### src/include/synth_ctl_regs.vh
// Purpose: constants for the synthesizer power and lock-detect control
// Assumes: 100 MHz core_clk (10 ns period)
// Notes:   phase error arrives as a count of core_clk-scale ns per compare edge
`ifndef SYNTH_CTL_REGS_VH
`define SYNTH_CTL_REGS_VH
`define CLK_PERIOD_NS        10
`define LOCK_CYCLES          3'h5
`define MAIN_ENTRY_NS        8'h0A
`define MAIN_EXIT_NS         8'h14
`define AUX_ENTRY_NS         8'h0F
`define AUX_EXIT_NS          8'h1E
`define PRESCALE_DIV         2'h3
`define CP_STEP_W            4
`define MUX_LOCK_MAIN        4'h2
`define MUX_LOCK_AUX         4'h3
`define MUX_LOCK_BOTH        4'h4
`define CSR_FACTOR_W         2
`endif

### src/rtl/lock_window.v
// Purpose: one loop's digital lock detector with hysteresis
// Assumes: sampleEn pulses once per (prescaled) compare cycle
// Notes:   phaseErrNs is a measured error in ns; windows are parameters
`timescale 1ns/10ps
`include "synth_ctl_regs.vh"
module lock_window #(
   parameter [7:0] ENTRY_NS = 8'h0A,
   parameter [7:0] EXIT_NS  = 8'h14
) (
   input  wire       core_clk,
   input  wire       srst,
   input  wire       clear,
   input  wire       sampleEn,
   input  wire [7:0] phaseErrNs,
   output reg        locked_r
);
   reg [2:0] goodCnt_r;

   always @(posedge core_clk) begin
      if (srst || clear) begin
         goodCnt_r <= 3'h0;
         locked_r  <= 1'b0;
      end else if (sampleEn) begin
         if (locked_r) begin
            if (phaseErrNs > EXIT_NS) begin // [RULE6]
               locked_r  <= 1'b0;
               goodCnt_r <= 3'h0;
            end
         end else if (phaseErrNs < ENTRY_NS) begin
            if (goodCnt_r == `LOCK_CYCLES - 3'h1) begin // [RULE5]
               locked_r <= 1'b1;
            end else begin
               goodCnt_r <= goodCnt_r + 3'h1;
            end
         end else begin
            goodCnt_r <= 3'h0; // [RULE18]
         end
      end
   end
endmodule // lock_window

### src/rtl/synth_power_lock_detect.v
// Purpose: power-state decision, lock detect and acquisition-mode timing
// Assumes: core_clk is the comparison clock; compEdge marks one compare cycle
// Notes:   chip enable pin is asynchronous to the logic, so it gates outputs directly
// How it works
// RULE1 - chip enable low powers everything down at once, overriding all bits
// RULE2 - enable high and both power-down bits clear: fully powered up
// RULE3 - either power-down bit alone powers down only its loop, asynchronously
// RULE4 - auto power-up plus main divider write powers main loop up anyway
// RULE5 - locked after phase error below entry window five consecutive cycles
// RULE6 - once locked, unlock only when error exceeds wider exit window
// RULE7 - main loop windows 10/20 ns, auxiliary loop 15/30 ns
// RULE8 - powered-down loop forces lock output low when lock is selected
// RULE9 - prescale bit divides compare clock to detector by four
// RULE10 - combined lock selection shows low when either loop is unlocked
// RULE11 - slip reduction lowers comparison rate during acquisition only
// RULE12 - fast acquisition raises pump current and switches parallel resistor
// RULE13 - timeout counter engages and releases acquisition modes automatically
// RULE14 - host keeps steady pump current at 8X or 4X or less
// RULE15 - host does not enable slip reduction and fast acquisition together
// RULE16 - host sets slip-reduction end near transient peak time
// RULE17 - main pump current has sixteen steps, auxiliary current fixed
// RULE18 - before lock, any out-of-window cycle restarts the count
`timescale 1ns/10ps
`include "synth_ctl_regs.vh"
module synth_power_lock_detect (
   input  wire                     core_clk,
   input  wire                     srst,
   input  wire                     chipEnable,
   input  wire                     main_loop_powerdown,
   input  wire                     aux_loop_powerdown,
   input  wire                     auto_powerup_on_divider_write,
   input  wire                     mainDividerWrite,
   input  wire                     lock_detect_prescale_quarter,
   input  wire [3:0]               test_output_select,
   input  wire                     compEdge,
   input  wire [7:0]               mainPhaseErrNs,
   input  wire [7:0]               auxPhaseErrNs,
   input  wire                     slip_reduction,
   input  wire                     fastAcqEnable,
   input  wire [15:0]              acqTimeout,
   input  wire [`CP_STEP_W-1:0]    mainPumpSteady,
   input  wire [`CP_STEP_W-1:0]    mainPumpFast,
   input  wire [`CSR_FACTOR_W-1:0] slipFactor,
   output wire                     mainPowered,
   output wire                     auxPowered,
   output wire                     mainLocked,
   output wire                     auxLocked,
   output wire                     test_lock_output,
   output reg  [`CP_STEP_W-1:0]    mainPumpCurrent_r,
   output reg                      parallelResistorOn_r,
   output reg                      compEnable_r,
   output reg                      acqActive_r
);
   reg        ceMeta_r, ceSync2_r, ceSync3_r, ceStable_r;
   reg        mainPuOverride_r;
   reg  [1:0] preCnt_r;
   reg  [15:0] acqCnt_r;
   reg  [3:0] slipCnt_r;
   reg        mainLock_r, auxLock_r;
   wire       detEn;
   wire       mainLd, auxLd;
   reg  [3:0] slipDiv;
   reg        muxOut;

   // enable pin is asynchronous; synchronised copy drives only the override, raw pin still clears lock and acquisition state
   always @(posedge core_clk) begin
      if (srst) begin
         ceMeta_r   <= 1'b0;
         ceSync2_r  <= 1'b0;
         ceSync3_r  <= 1'b0;
         ceStable_r <= 1'b0;
      end else begin
         ceMeta_r  <= chipEnable;
         ceSync2_r <= ceMeta_r;
         ceSync3_r <= ceSync2_r;
         // a level change is taken only once the last two stages agree
         if (ceSync2_r == ceSync3_r) begin
            ceStable_r <= ceSync2_r;
         end
      end
   end

   // divider write latches the override until the power-down bit is rewritten low
   always @(posedge core_clk) begin
      if (srst || !ceStable_r) begin
         mainPuOverride_r <= 1'b0;
      end else if (mainDividerWrite && auto_powerup_on_divider_write) begin
         mainPuOverride_r <= 1'b1; // [RULE4]
      end else if (!main_loop_powerdown) begin
         mainPuOverride_r <= 1'b0;
      end
   end

   // power states are combinational so power-down is immediate
   assign mainPowered = chipEnable &
      (~main_loop_powerdown | mainPuOverride_r |
       (mainDividerWrite & auto_powerup_on_divider_write)); // [RULE1] [RULE2] [RULE3] [RULE4]
   assign auxPowered = chipEnable & ~aux_loop_powerdown; // [RULE1] [RULE2] [RULE3]

   always @(posedge core_clk) begin
      if (srst) begin
         preCnt_r <= 2'h0;
      end else if (compEdge) begin
         preCnt_r <= preCnt_r + 2'h1;
      end
   end
   // quarter-rate sampling trades response time for accuracy at high rates
   assign detEn = compEdge &
      (~lock_detect_prescale_quarter | (preCnt_r == `PRESCALE_DIV)); // [RULE9]

   lock_window #(
      .ENTRY_NS (`MAIN_ENTRY_NS),
      .EXIT_NS  (`MAIN_EXIT_NS)
   ) mainDet ( // [RULE7]
      .core_clk   (core_clk),
      .srst       (srst),
      .clear      (~mainPowered),
      .sampleEn   (detEn),
      .phaseErrNs (mainPhaseErrNs),
      .locked_r   (mainLd)
   );

   lock_window #(
      .ENTRY_NS (`AUX_ENTRY_NS),
      .EXIT_NS  (`AUX_EXIT_NS)
   ) auxDet ( // [RULE7]
      .core_clk   (core_clk),
      .srst       (srst),
      .clear      (~auxPowered),
      .sampleEn   (detEn),
      .phaseErrNs (auxPhaseErrNs),
      .locked_r   (auxLd)
   );

   assign mainLocked = mainLd & mainPowered; // [RULE8]
   assign auxLocked  = auxLd & auxPowered; // [RULE8]

   always @* begin
      case (test_output_select)
         `MUX_LOCK_MAIN: muxOut = mainLocked; // [RULE8]
         `MUX_LOCK_AUX:  muxOut = auxLocked; // [RULE8]
         `MUX_LOCK_BOTH: muxOut = mainLocked & auxLocked; // [RULE10]
         default:        muxOut = 1'b0;
      endcase
   end

   always @(posedge core_clk) begin
      if (srst) begin
         mainLock_r <= 1'b0;
         auxLock_r  <= 1'b0;
      end else begin
         mainLock_r <= muxOut;
         auxLock_r  <= muxOut;
      end
   end
   // forced low at once when the chip enable drops
   assign test_lock_output = mainLock_r & auxLock_r & chipEnable; // [RULE1]

   // acquisition timer started by a divider write, released by the count
   always @(posedge core_clk) begin
      if (srst || !mainPowered) begin
         acqCnt_r    <= 16'h0000;
         acqActive_r <= 1'b0;
      end else if (mainDividerWrite && (slip_reduction || fastAcqEnable)) begin
         acqCnt_r    <= acqTimeout; // [RULE13]
         acqActive_r <= (acqTimeout != 16'h0000);
      end else if (acqActive_r && compEdge) begin
         if (acqCnt_r == 16'h0001) begin
            acqActive_r <= 1'b0; // [RULE13]
         end
         acqCnt_r <= acqCnt_r - 16'h0001;
      end
   end

   always @* begin
      case (slipFactor)
         2'h1:    slipDiv = 4'h1;
         2'h2:    slipDiv = 4'h3;
         2'h3:    slipDiv = 4'hF;
         default: slipDiv = 4'h0;
      endcase
   end

   // slip reduction passes one compare edge in 2, 4 or 16
   always @(posedge core_clk) begin
      if (srst) begin
         slipCnt_r    <= 4'h0;
         compEnable_r <= 1'b0;
      end else begin
         compEnable_r <= 1'b0;
         if (compEdge) begin
            if (acqActive_r && slip_reduction && (slipCnt_r != slipDiv)) begin
               slipCnt_r <= slipCnt_r + 4'h1; // [RULE11]
            end else begin
               slipCnt_r    <= 4'h0;
               compEnable_r <= 1'b1;
            end
         end
      end
   end

   // auxiliary pump current is fixed, so only the main loop is selectable
   always @(posedge core_clk) begin
      if (srst) begin
         mainPumpCurrent_r    <= {`CP_STEP_W{1'b0}};
         parallelResistorOn_r <= 1'b0;
      end else if (acqActive_r && (fastAcqEnable || slip_reduction)) begin
         mainPumpCurrent_r    <= mainPumpFast; // [RULE17] [RULE12] [RULE11]
         parallelResistorOn_r <= fastAcqEnable; // [RULE12]
      end else begin
         mainPumpCurrent_r    <= mainPumpSteady; // [RULE17]
         parallelResistorOn_r <= 1'b0;
      end
   end
endmodule // synth_power_lock_detect

### config.mk
export PLATFORM = sky130hd
export DESIGN_NAME = synth_power_lock_detect
export DESIGN_NICKNAME = d
export VERILOG_FILES = /design/src/rtl/lock_window.v /design/src/rtl/synth_power_lock_detect.v
export VERILOG_INCLUDE_DIRS = /design/src /design/src/include
export SDC_FILE = /design/constraint.sdc
export NUM_CORES = 1
export LEC_CHECK = 0
export ABC_AREA = 1
export CORE_MARGIN = 2
export CORE_UTILIZATION = 40
export DETAILED_ROUTE_END_ITERATION = 10
export DONT_BUFFER_PORTS = 1
export GPL_TIMING_DRIVEN = 0
export SLEW_MARGIN = 5
export SYNTH_ARGS = -nofsm -noshare
export SYNTH_HDL_FRONTEND = slang
export SYNTH_SLANG_ARGS = --single-unit
### constraint.sdc
create_clock -name core_clk -period 2.58 [get_ports core_clk]
set_input_delay 0.129 -clock core_clk [delete_from_list [all_inputs] [get_ports core_clk]]
set_output_delay 0.129 -clock core_clk [all_outputs]
set_load 0.01 [all_outputs]
==> parameters.txt <==
Parameter                              Value

Cells and area
  # nets final    492
  Layout-stage area growth over the synthesis result    14.0%
  Top library cells by usage in the layout, fill and taps aside    nand2_1, nor2_1, inv_1
  Ant. Diodes    0
  Fraction of final layout cells with drive strength greater than 1    8.41%
  Most common cell after layout, fill and taps aside    nand2_1
  Final cell utilization of the core    47.3%

Flow run
  Maximum capacitance violations    0

GRT
  Largest net degree at the start of global routing    14
  Met2 track demand over resource in global routing    29.5%
  Most congested layer reported by global routing    met2
  GRT Residual Overflow    0
  Global-route wire length before repair    10400 µm
  Initial antenna violation count    0
  Via count of the first global-routing pass    2383
  Met1 usage    23.0%
  Routing usage on met3    4.09%
  Global routing usage summed across all routing layers    17.8%

Routing
  Via count    2536
  Mean number of vias per cell    5.02
  Total iterations of the first detailed-routing run    5
  Post-route ant nets    0
  Number of design-rule violations left by the first detailed-router iteration    88
  Final Routed Wirelength    6300 µm
  Post-DR wirelength/cell    12.5 µm
  Post-route DRC violation count    0

Placed design
  Buffers added on ports    0
  Final weighted congestion in routability-driven placement    0.865
  Worst setup slack before clock tree synthesis    1.10 ns
  DP HPWL    4730 µm

Clock tree
  Hold buffer count at CTS    14
  CTS clk-pin slew, worst paths    0.09 ns
  Root buffer cell    clkbuf_8
  CTS tree    done
  Count of cells resized by post-cts repair    0
  Clock Path Buffers    2
  Clock buffer count from CTS    5
  Number of clock sinks    43
  Deepest level of the CTS H-tree    2
  Worst skew pair latency    0.29 ns
  # Post-CTS Setup Buffers    0

Synth
  Count of warnings emitted by yosys    0
  Netlist area before placement    2640 µm²
  Cell count after synthesis    406
  Proportion of synthesized chip area in sequential cells    32.6%
  Synth Net Count    471
  Average instance area after synthesis    6.50 µm²
  Flip-flop and latch count after synthesis    43
  Distinct cell type count after synthesis    36

Setup path
  Crit path kind    reg2reg
  Worst EP arrival    1.97 ns
  Kind of start point of the critical path    flip-flop
  Critical Path End Type    flip-flop
  Max FO, Critical Path    6
  Cell count of the worst reg-to-reg path    6
  Data required time of the critical path    2.77 ns

STA
  Post-Route Setup TNS    0 ns
  Clock tree skew after final layout    0.00675 ns
  # setup viols final    0
  Max Transition Viols Final    0
  Ratio of final minimum period to clock period    69.1%
  Fin worst setup slack    0.798 ns
  Tightest Pin Transition    0.436 ns
  Highest achievable clock rate    0.561 GHz
  Remaining max-slew budget at the tightest pin    70.8%
  Final-layout worst hold slack    0.0105 ns
  Final hold viol count    0
  Unrepaired setup endpoints after global routing    false
  Tmin final    1.78 ns

Die
  Row cnt    29
  Top-level port count    69
  Initial standard-cell utilization of the core    41.5%
  Area of the die    7260 µm²
  Die width    85.2 µm
  Total core area    6350 µm²
  Vertical die dimension    85.2 µm

Worst hold path
  Hold Path Depth    2
  Hold WC Path Type    in2reg

Pwr
  Reported leakage power    0.00139 µW
  Peak VDD IR    0.000271 V
  P per Cell Area    516 nW/µm²

Outcome
  Result of the run    completed
-- path summary, 6_finish.rpt --
| check | start | endpoint | slack [ns] |
|---|---|---|---|
| setup / recovery | acqActive_r$_SDFFE_PP0P_ | mainPumpCurrent_r[3]$_SDFF_PP0_ | 0.80 |
| hold / removal | acqTimeout[3] | acqCnt_r[3]$_SDFFE_PP0P_ | 0.01 |
| setup reg to reg | acqActive_r$_SDFFE_PP0P_ | mainPumpCurrent_r[3]$_SDFF_PP0_ | 0.80 |
| hold reg to reg | ceMeta_r$_SDFF_PP0_ | ceSync2_r$_SDFF_PP0_ | 0.42 |
-- power by group --
group,internal [µW],switching (µW)
Clock,387,241
Sequential,682,15.6
Combinational,85.1,139
-- logic make-up after synthesis --
kind of cell / synth area share [%]
AOI/OAI and AO/OA: 14.1
and+or+nand+nor: 35.5
adders and majority gates: 3.80
DFF: 32.6
buffers and inverters: 12.0
xor gates and xnor gates: 1.99
-- synthesized netlist by cell type --
master,n,area share (%)
nand2_1,82,12
nor2_1,72,10
inv_1,69,9.8
dfxtp_1,43,33
nand3_1,27,5.1
o21ai_0,21,4.0
a21oi_1,20,3.8
nand4_1,10,2.4
ha_1,8,3.8
o22ai_1,6,1.4
a21oi_2,4,1.3
inv_2,3,0.43
nand2_2,3,0.71
nand3b_1,3,0.85
nor2_2,3,0.71
o211ai_1,3,0.85
xnor2_1,3,1.0
xor2_1,3,1.0
a31oi_1,2,0.47
buf_2,2,0.38
buf_6,2,0.85
nand2_4,2,0.85
nor3_1,2,0.38
a21oi_4,1,0.62
a31oi_2,1,0.47
buf_4,1,0.28
inv_4,1,0.24
nand3b_2,1,0.43
nand4_2,1,0.47
nor2_4,1,0.43
nor2_8,1,0.76
o21ai_1,1,0.19
o21ai_4,1,0.62
o221ai_1,1,0.33
or2_1,1,0.24
or2_2,1,0.24
-- per-layer routing --
metal	share of wire, %	vias up
met5	0	-
met2	47	69
met4	0.91	0
met3	6.1	4
met1	46	1134
li1	-	1329
-- flip-flops by register name (all words and copies together) (netlist names), 2 cells and up --
name and cells:
mainPumpCurrent_r 4, preCnt_r 2, auxDet.goodCnt_r 3, acqCnt_r 16
mainDet.goodCnt_r 3, slipCnt_r 4
-- stage by stage --
step                      cells  area, µm²  power, µW
after floorplan             406       2640        877
after global placement      483       2730        918
after detailed placement    483       2730        919
after CTS                   505       3010       1570
after global routing        505       3010       1630
final                       505       3010       1550
-- critical path, cell delays in order (launching register included) --
cell           delay [ns]
dfxtp_1              0.53
inv_1                0.07
nor2_1               0.24
inv_1                0.13
nor2_1               0.10
nor2_1               0.05
dlygate4sd3_1        0.56
-- cell type report --
cell class	instances	area [µm²]
Sequential cell	43	861
Buffer	5	40.0
Tap cell	77	96.3
Multi-Input combinational cell	285	1460
Fill cell	655	3340
Clock inverter	2	60.1
Timing Repair Buffer	14	140
Inverter	73	277
Clock buffer	6	72.6
No activity file was read; power rests on OpenSTA's default activity.
